## config.mk

```make
export PLATFORM = sky130hd
export DESIGN_NAME = sbrs_agent
export DESIGN_NICKNAME = d
export VERILOG_FILES = /design/src/verilog/sbrs_pkg.sv /design/src/verilog/sbrs_agent.sv
export SDC_FILE = /design/constraint.sdc
export NUM_CORES = 1
export LEC_CHECK = 0
export CELL_PAD_IN_SITES_DETAIL_PLACEMENT = 1
export CELL_PAD_IN_SITES_GLOBAL_PLACEMENT = 1
export CORE_MARGIN = 2
export CORE_UTILIZATION = 45
export CTS_BUF_LIST = sky130_fd_sc_hd__clkbuf_4 sky130_fd_sc_hd__clkbuf_8
export CTS_CLUSTER_SIZE = 28
export DETAILED_ROUTE_END_ITERATION = 16
export DONT_BUFFER_PORTS = 1
export PLACE_DENSITY_LB_ADDON = 0.1
export SYNTH_ARGS = -nofsm -noshare
export SYNTH_HDL_FRONTEND = slang
export SYNTH_SLANG_ARGS = --single-unit
```

## constraint.sdc

```tcl
create_clock -name clk -period 5.9 [get_ports clk]
set_clock_uncertainty 0.1 [all_clocks]
set_input_delay 0.59 -clock clk [delete_from_list [all_inputs] [get_ports clk]]
set_output_delay 0.59 -clock clk [all_outputs]
set_load 0.05 [all_outputs]
```

## src/verilog/sbrs_pkg.sv

```systemverilog
// Purpose: constants for the bus request, error and snoop phase agent
// Assumes: one common bus clock, all bus signals active high here
// Notes: pin polarity inversion is done outside this block
package sbrs_pkg;
  localparam int SBRS_ADDR_W = 33;
  localparam int SBRS_CMD_W = 5;
  localparam int SBRS_APAR_W = 2;
  localparam int SBRS_QUEUE_DEPTH = 8;
  localparam int SBRS_CNT_W = 4;
  // snoop timing in bus clocks
  localparam int SBRS_SNOOP_AFTER_REQ = 4;
  localparam int SBRS_SNOOP_SPACING = 3;
  localparam int SBRS_STALL_EXTEND = 2;
  localparam logic [3:0] SBRS_TMR_ZERO = 4'h0;
  // snoop result encodings {shared, dirty}
  localparam logic [1:0] SBRS_RES_CLEAN = 2'h0;
  localparam logic [1:0] SBRS_RES_MOD = 2'h1;
  localparam logic [1:0] SBRS_RES_SHARED = 2'h2;
  localparam logic [1:0] SBRS_RES_STALL = 2'h3;
endpackage

```

## src/verilog/sbrs_agent.sv

```systemverilog
// Purpose: request, error and snoop phase logic of one bus agent
// Assumes: bus inputs come from pins and are synchronised here
// Notes: arbitration, response and data phases live elsewhere
`timescale 1ns/1ns
module sbrs_agent
  import sbrs_pkg::*;
#(
  parameter int QUEUE_DEPTH = SBRS_QUEUE_DEPTH
) (
  // clock and reset
  input wire logic clk,
  input wire logic rst,
  // power-on configuration
  input wire logic cfg_parity_check,
  input wire logic cfg_error_observe,
  // local request side
  input wire logic req_pending,
  input wire logic bus_owner,
  input wire logic req_stalled,
  input wire logic [SBRS_ADDR_W-1:0] req_addr,
  input wire logic [SBRS_CMD_W-1:0] req_cmd_a,
  input wire logic [SBRS_CMD_W-1:0] req_cmd_b,
  input wire logic req_atomic,
  input wire logic req_complete,
  output logic req_taken,
  // local snoop side
  input wire logic snp_hit,
  input wire logic snp_dirty,
  input wire logic snp_busy,
  input wire logic snp_postpone,
  output logic snp_valid,
  output logic [1:0] snp_result,
  output logic snp_postponed,
  output logic txn_cancel,
  // bus inputs
  input wire logic txn_strobe_in,
  input wire logic [SBRS_ADDR_W-1:0] addr_in,
  input wire logic [SBRS_CMD_W-1:0] cmd_in,
  input wire logic [SBRS_APAR_W-1:0] address_parity_in,
  input wire logic command_parity_in,
  input wire logic error_signal_in,
  input wire logic shared_flag_in,
  input wire logic line_dirty_flag_in,
  input wire logic commit_postpone_in,
  // bus outputs, oe low means driving
  output logic txn_strobe_out,
  output logic txn_strobe_oe_n,
  output logic [SBRS_ADDR_W-1:0] addr_out,
  output logic [SBRS_CMD_W-1:0] cmd_out,
  output logic [SBRS_APAR_W-1:0] address_parity_out,
  output logic command_parity_out,
  output logic req_oe_n,
  output logic atomic_hold_out,
  output logic error_signal_out,
  output logic error_oe_n,
  output logic shared_flag_out,
  output logic line_dirty_flag_out,
  output logic commit_postpone_out,
  output logic snoop_oe_n
);

  initial begin
    if (QUEUE_DEPTH < 1 || QUEUE_DEPTH > 15 || SBRS_STALL_EXTEND != 2) begin
      $error("sbrs_agent: QUEUE_DEPTH out of range");
    end
  end

  localparam logic [SBRS_CNT_W-1:0] DEPTH = SBRS_CNT_W'(QUEUE_DEPTH);
  // two sync clocks and two decode clocks already spent
  localparam logic [3:0] T_SNOOP = 4'(SBRS_SNOOP_AFTER_REQ - 4);
  localparam logic [3:0] T_SPACE = 4'(SBRS_SNOOP_SPACING);

  // even parity over address halves
  function automatic logic [1:0] addr_par(
    input logic [SBRS_ADDR_W-1:0] a
  );
    addr_par = {^a[SBRS_ADDR_W-1:17], ^a[16:0]};
  endfunction

  // parity over command and strobe
  function automatic logic cmd_par(input logic [SBRS_CMD_W-1:0] c);
    cmd_par = ^c ^ 1'b1;
  endfunction

  // two-stage synchronisers for all bus inputs
  localparam int SW = 1 + SBRS_ADDR_W + SBRS_CMD_W + SBRS_APAR_W + 5;
  logic [SW-1:0] sync1_q, sync2_q;
  always_ff @(posedge clk) begin
    sync1_q <= {txn_strobe_in, addr_in, cmd_in, address_parity_in,
                command_parity_in, error_signal_in, shared_flag_in,
                line_dirty_flag_in, commit_postpone_in};
    sync2_q <= sync1_q;
  end
  logic b_ads, b_rp, b_err, b_hit, b_line_dirty_flag, b_def;
  logic [SBRS_ADDR_W-1:0] b_addr;
  logic [SBRS_CMD_W-1:0] b_cmd;
  logic [SBRS_APAR_W-1:0] b_ap;
  assign {b_ads, b_addr, b_cmd, b_ap, b_rp, b_err, b_hit, b_line_dirty_flag,
          b_def} = sync2_q;

  // request phase: idle, first clock, second clock
  typedef enum logic [1:0] {SBRS_IDLE, SBRS_REQ_A, SBRS_REQ_B} sbrs_req_e;
  sbrs_req_e rq_q, rq_d;
  logic ads_prev_q, ads_prev_d;
  logic [SBRS_CNT_W-1:0] rcnt_q, rcnt_d, scnt_q, scnt_d;
  logic can_start;

  always_comb begin
    can_start = req_pending && bus_owner && (rcnt_q < DEPTH) &&
                !req_stalled && !ads_prev_q && !b_ads &&
                (rq_q == SBRS_IDLE);
  end

  // bus view of a new request and error phase
  logic new_req_q, new_req_d, chk2_q, chk2_d, perr_q, perr_d;
  logic err_seen;
  always_comb begin
    new_req_d = b_ads && !ads_prev_q;
    ads_prev_d = b_ads;
    perr_d = 1'b0;
    chk2_d = new_req_d;
    if (cfg_parity_check && (new_req_d || chk2_q)) begin
      if (addr_par(b_addr) != b_ap || cmd_par(b_cmd) != b_rp) begin
        perr_d = 1'b1;
      end
    end
    err_seen = cfg_error_observe && b_err;
  end

  // request sequencer and outstanding count
  always_comb begin
    rq_d = rq_q;
    rcnt_d = rcnt_q;
    case (rq_q)
      SBRS_IDLE: begin
        if (can_start) begin
          rq_d = SBRS_REQ_A;
        end
      end
      SBRS_REQ_A: rq_d = SBRS_REQ_B;
      SBRS_REQ_B: rq_d = SBRS_IDLE;
      default: rq_d = SBRS_IDLE;
    endcase
    if (new_req_q && !req_complete) begin
      rcnt_d = rcnt_q + 1'b1;
    end else if (!new_req_q && req_complete && rcnt_q != '0) begin
      rcnt_d = rcnt_q - 1'b1;
    end
    if (err_seen && rcnt_d != '0) begin
      rcnt_d = rcnt_d - 1'b1;
    end
  end

  // snoop phase timing: wait after request, spacing, stall
  logic [3:0] wait_q, wait_d, space_q, space_d;
  logic pend_q, pend_d, samp_q, samp_d, drv_q, drv_d, drv2_q, drv2_d;
  logic [1:0] res_d;
  logic valid_d, post_d;
  always_comb begin
    wait_d = wait_q;
    space_d = (space_q != SBRS_TMR_ZERO) ? space_q - 4'h1 : space_q;
    pend_d = pend_q;
    // sample once the drive has crossed the synchroniser
    samp_d = drv2_q;
    drv_d = 1'b0;
    drv2_d = drv_q;
    scnt_d = scnt_q;
    valid_d = 1'b0;
    res_d = snp_result;
    post_d = snp_postponed;
    if (wait_q != SBRS_TMR_ZERO) begin
      wait_d = wait_q - 4'h1;
    end
    if (new_req_d) begin
      scnt_d = scnt_q + 1'b1;
      pend_d = 1'b1;
      wait_d = T_SNOOP;
    end
    if (pend_q && wait_q == SBRS_TMR_ZERO && space_q == SBRS_TMR_ZERO &&
        !drv_q && !drv2_q && !samp_q) begin
      drv_d = 1'b1;
    end
    if (samp_q) begin
      if (b_hit && b_line_dirty_flag) begin
        drv2_d = 1'b1;
      end else begin
        valid_d = 1'b1;
        res_d = {b_hit, b_line_dirty_flag};
        post_d = b_def && !b_line_dirty_flag;
        space_d = T_SPACE - 4'h3;
        if (scnt_d != '0) begin
          scnt_d = scnt_d - 1'b1;
        end
        pend_d = scnt_d != '0;
      end
    end
  end

  // own snoop drive values
  logic [1:0] own_flags;
  always_comb begin
    if (snp_busy) begin
      own_flags = SBRS_RES_STALL;
    end else if (snp_dirty) begin
      own_flags = SBRS_RES_MOD;
    end else if (snp_hit) begin
      own_flags = SBRS_RES_SHARED;
    end else begin
      own_flags = SBRS_RES_CLEAN;
    end
  end

  // state registers
  always_ff @(posedge clk) begin
    if (rst) begin
      rq_q <= SBRS_IDLE;
      ads_prev_q <= 1'b0;
      new_req_q <= 1'b0;
      chk2_q <= 1'b0;
      perr_q <= 1'b0;
      rcnt_q <= '0;
      scnt_q <= '0;
      wait_q <= SBRS_TMR_ZERO;
      space_q <= SBRS_TMR_ZERO;
      pend_q <= 1'b0;
      samp_q <= 1'b0;
      drv_q <= 1'b0;
      drv2_q <= 1'b0;
    end else begin
      rq_q <= rq_d;
      ads_prev_q <= ads_prev_d;
      new_req_q <= new_req_d;
      chk2_q <= chk2_d;
      perr_q <= perr_d;
      rcnt_q <= rcnt_d;
      scnt_q <= scnt_d;
      wait_q <= wait_d;
      space_q <= space_d;
      pend_q <= err_seen ? 1'b0 : pend_d;
      samp_q <= err_seen ? 1'b0 : samp_d;
      drv_q <= err_seen ? 1'b0 : drv_d;
      drv2_q <= err_seen ? 1'b0 : drv2_d;
    end
  end

  // output registers
  always_ff @(posedge clk) begin
    if (rst) begin
      req_taken <= 1'b0;
      txn_strobe_out <= 1'b0;
      txn_strobe_oe_n <= 1'b1;
      addr_out <= '0;
      cmd_out <= '0;
      address_parity_out <= '0;
      command_parity_out <= 1'b0;
      req_oe_n <= 1'b1;
      atomic_hold_out <= 1'b0;
      error_signal_out <= 1'b0;
      error_oe_n <= 1'b1;
      shared_flag_out <= 1'b0;
      line_dirty_flag_out <= 1'b0;
      commit_postpone_out <= 1'b0;
      snoop_oe_n <= 1'b1;
      snp_valid <= 1'b0;
      snp_result <= SBRS_RES_CLEAN;
      snp_postponed <= 1'b0;
      txn_cancel <= 1'b0;
    end else begin
      req_taken <= rq_d == SBRS_REQ_A;
      txn_strobe_out <= rq_d == SBRS_REQ_A;
      txn_strobe_oe_n <= rq_d == SBRS_IDLE;
      req_oe_n <= rq_d == SBRS_IDLE;
      // address and its parity held through the second clock
      if (rq_d != SBRS_REQ_B) begin
        addr_out <= req_addr;
        address_parity_out <= addr_par(req_addr);
      end
      cmd_out <= (rq_d == SBRS_REQ_B) ? req_cmd_b : req_cmd_a;
      command_parity_out <= cmd_par((rq_d == SBRS_REQ_B) ?
                                    req_cmd_b : req_cmd_a);
      atomic_hold_out <= (rq_d == SBRS_REQ_A) && req_atomic;
      error_signal_out <= perr_q;
      error_oe_n <= !perr_q;
      shared_flag_out <= drv_d && own_flags[1];
      line_dirty_flag_out <= drv_d && own_flags[0];
      commit_postpone_out <= drv_d && snp_postpone;
      snoop_oe_n <= !drv_d;
      snp_valid <= valid_d;
      snp_result <= res_d;
      snp_postponed <= post_d;
      txn_cancel <= err_seen;
    end
  end

endmodule

```

After elaboration in Yosys (flattened, before gate mapping) --
Index checks and enable logic that the tools add are counted.
Cells by class: bitwise operators 5, add/sub/neg operators 7, muxes and demuxes 26, equal/unequal tests 6, $lt $le $gt $ge 1, reductions and logical operators 58
Operator list (number):
- two-way mux 4 bit | 12
- parity 17 bit | 2
- parity 16 bit | 2
- logical AND 1 bit | 24
- nonzero test 4 bit | 6
- subtractor 4 x 1 -> 4 bit (second input constant) | 5
- logical NOT 1 bit | 11
- parity 5 bit | 2
- adder 4 x 1 -> 4 bit (second input constant) | 2
- logical NOT 4 bit | 2
- two-way mux 1 bit | 8
- two-way mux 2 bit | 4
- OR reduction 2 bit | 4
- two-way mux 5 bit | 1
- NOT 1 bit | 5
- equality test 2 x 1 -> 1 bit (second input constant) | 2
- logical NOT 2 bit | 2
- less-than comparator 4 bit (second input constant) | 1
- case mux 2 bit (2 select lines) | 1
- equality test 2 bit (second input constant) | 1
- logical OR 1 bit | 2
- inequality test 2 bit | 1
- inequality test 2 bit (second input constant) | 1
- AND reduction 2 bit | 1
- inequality test 1 bit | 1
Word-level totals: output and inout port bits 57, word-level logic and storage cells 134, register bits after elaboration 172, input bits 102

Longest topological paths before layout --
word-level depth 12, gate-level depth with buffers 12, depth with buffers taken out 12

Worst setup path before layout --
No wires, ideal clock.
kind register to register, start point register rcnt_q[0], end point register rcnt_q[1], buffers on the path 0, data arrival time 2317 ps, stages on the path, launching flop included 12, path slack 3403 ps, required time 5721 ps, period minus slack after synthesis 2497 ps, setup time 79 ps, path through dfxtp_1 inv_1 ha_1 nor3b_2 or3b_4 a31o_1 a21oi_1 ha_1 nand4_2 a21oi_1 nor2_1 a211oi_2
On the way: longest elaborated chain between the ends 7, elaborated cells between the ends (all ways) 10, those cells by class 3 x add/sub; 3 x mux; 4 x reduce/logical
RTL lines:
- from (decl) | RTL line sbrs_agent.sv:105 | logic [SBRS_CNT_W-1:0] rcnt_q, rcnt_d, scnt_q, scnt_d;
- from (signal assigned) | RTL line sbrs_agent.sv:235 | rcnt_q <= rcnt_d;
- parallel branches: the longest is 3 deep, another holds subtractor 4 x 1 -> 4 bit
- two-way mux 4 bit * | RTL line sbrs_agent.sv:144 | if (new_req_q && !req_complete) begin
- parallel branches: the longest is 2 deep, another holds subtractor 4 x 1 -> 4 bit
- two-way mux 4 bit * | RTL line sbrs_agent.sv:149 | if (err_seen && rcnt_d != '0) begin
Every way passes the cells marked *. A chain may end at the register's enable or synchronous reset.

Worst setup path in the final report --
Same ends and word-level chain as after synthesis.

==> flow_summary_export.csv <==
group,metric,value,unit
global_route,grtUsageMet1,17.6,%
critical_path,worstPathRequired,6.18,ns
cells_and_area,area_growth,8.96,%
power_and_ir_drop,power.density,432,nW/µm²
synth,netlist_area,5750,µm²
route,ant_nets,0,
clock_tree,cts_tree,"built",
clock_tree,cts.path.max_buffers,2,
sta,maxSlewHeadroom,36.7,%
clock_tree,clkTransAtPathRegs,0.09,ns
global_route,grt_use_total,16.1,%
sta,worstMarginPinSlew,0.948,ns
clock_tree,cts_hold_buf,0,
clock_tree,numCtsBuffers,17,
synth,syn_avg_cell_area,10.4,µm²
route,drt_first_iter_violations,159,
floorplanning,core_area,12600,µm²
job,maxCapViolations,0,
floorplanning,rows,41,
synth,ys_ff_latch,172,
critical_path,worst-endpoint-arrival,3.05,ns
sta,final_hold_viol_count,0,
synth,synth_top_area_cell,"dfxtp_1",
sta,timing.fmax,361,MHz
synth,yosys-top-cells-count,"172 x dfxtp_1, 96 x nand2_1, 71 x xnor2_1, 52 x a21oi_1, 21 x nor2_1",
clock_tree,ctsResizeCount,0,
sta,slew_violations,0,
cells_and_area,drive_gt1_share,8.35,%
clock_tree,cts-root-buf,"clkbuf_8",
global_route,grt_max_degree,73,
global_route,grtUsageMet3,6.49,%
synth,synth.distinct_cells,50,
global_route,grtUsageMet2,26.9,%
global_route,overflow,0,
critical_path,endpoint_kind,"flop",
floorplanning,dieArea,13700,µm²
synth,yosys_warnings,0,
power_and_ir_drop,leakage,2.44,nW
sta,finalSetupViolations,0,
synth,ys_seq_area_share,59.9,%
sta,post-route-min-period,2.77,ns
global_route,grt_pass1_wl,16.7,mm
clock_tree,clk_latency,0.45,ns
cells_and_area,layout.nets,660,
global_route,grt_pass1_vias,3551,
critical_path,cp_max_fo,7,
global_route,gr-max-usage-layer,"met2",
synth,synth_edf_count,0,
clock_tree,cts.htree.levels,4,
route,vias,3628,
route,wl,11.0,mm
synth,synthArstFlopShare,0,%
critical_path,worstReg2RegStart,"rcnt_q[0]",
synth,yosysMostFrequentCell,"dfxtp_1",
synth,synthFlopType,"dfxtp_1",
sta,rsz0062_at_grt,"no",
route,drc,0,
route,first_pass_iters,4,
synth,synth.net_count,661,
placed_design,dp_hpwl,7.83,mm
global_route,antenna_found_initial,2,
clock_tree,cts_setup_buffers,0,
floorplanning,die_h,117,µm
synth,ys_top_cells_by_area,"dfxtp_1 60%, xnor2_1 11%, nand2_1 6.3%",
power_and_ir_drop,irDropWorstVdd,0.237,mV
critical_path,path_class,"flop to flop",
min_path,hp-class,"input port to flop",
placed_design,portBuffers,0,
floorplanning,floorplan.initialDensity,45.8,%
sta,finalCritPeriodShare,46.9,%
floorplanning,num_io_pins,159,
clock_tree,clock_sinks,172,
critical_path,startpoint,"rcnt_q[0]",
min_path,hold_start,"error_signal_in",
sta,whs,0.0574,ns
route,viasPerCell,4.93,
placed_design,routabilityCongestion,0.805,
sta,tns,0,ns
synth,synth_top_area_share,59.9,%
critical_path,critPathLaunchType,"flop",
route,wl_per_cell,15.0,µm
status,status,"finished clean",
synth,syn_inst,551,
floorplanning,die_w,117,µm
==> state kept, by name, indices dropped and copies added (netlist names), 2 cells and up <==
signal	count
space_q	4
scnt_q	4
rcnt_q	4
cmd_out	5
wait_q	4
rq_q	2
sync1_q	46
sync2_q	46
address_parity_out	2
snp_result	2
addr_out	33
==> area by class of cell <==
cell class | count | area (µm²)
Clock buffer | 18 | 248
Timing Repair Buffer | 2 | 15.0
Tap cell | 172 | 215
Sequential cell | 172 | 3440
Antenna cell | 1 | 2.50
Inverter | 9 | 33.8
Multi-Input combinational cell | 348 | 2180
Fill cell | 1383 | 6300
Clock inverter | 14 | 128
==> routing by layer <==
metal | share of wire (%) | vias up
li1 | - | 1799
met1 | 41 | 1698
met2 | 49 | 105
met3 | 7.6 | 24
met4 | 2.2 | 2
met5 | 0.12 | -
==> report_power, final <==
part	internal, mW	switching (mW)	total [mW]
Combinational	0.258	0.251	0.510
Sequential	1.26	0.167	1.43
Clock	0.320	0.450	0.770
==> stage by stage <==
step	setup slack, ns	utilization (%)	instances	power (mW)	instance area [µm²]
after floorplan	3.40	-	551	1.87	5750
after detailed placement	3.14	46.8	703	1.97	5890
after global routing	2.89	49.9	736	2.87	6270
after global placement	3.25	46.8	703	1.94	5890
final	3.13	49.9	736	2.71	6270
after CTS	3.11	49.8	735	2.75	6260
==> cell usage in the layout, fill, tap and decap left out, types with 5 or more instances in the layout <==
cell	Yosys	final
a21oi_1	52	52
clkbuf_8	0	18
dfxtp_1	172	172
ha_1	8	8
inv_1	9	9
inv_6	0	5
nand2_1	96	96
nand3_1	5	5
nor2_1	21	21
nor2b_1	6	5
nor3_1	12	12
nor4_1	7	7
xnor2_1	71	71
xor2_1	11	11
==> worst max-delay path, stage by stage, from the launching register on <==
cell,delay (ns)
dfxtp_1,0.47
inv_1,0.07
ha_1,0.22
nor3b_2,0.16
or3b_4,0.41
a31o_1,0.23
a21oi_1,0.20
ha_1,0.23
nand4_2,0.14
a21oi_1,0.21
nor2_1,0.08
a211oi_2,0.18
==> cell families (layout without fill, tap and decap cells) <==
group	after synthesis	count (layout)	share of synthesized area, %
and+or+nand+nor	178	178	14.8
DFF	172	172	59.9
xor gates and xnor gates	85	85	13.4
AOI/OAI and AO/OA	74	74	7.31
buffers and inverters	31	43	2.24
adders and majority gates	8	8	1.74
muxes	3	3	0.544
other	0	1	0
==> path summary, 6_finish.rpt <==
path | end | slack (ns) | depth (start not counted)
setup / recovery | rcnt_q[1] | 3.13 | 11
hold reg to reg | sync2_q[34] | 0.23 | 0
setup reg to reg | rcnt_q[1] | 3.13 | 11
hold / removal | sync1_q[3] | 0.06 | 0
(Power assumes the default switching activity.)
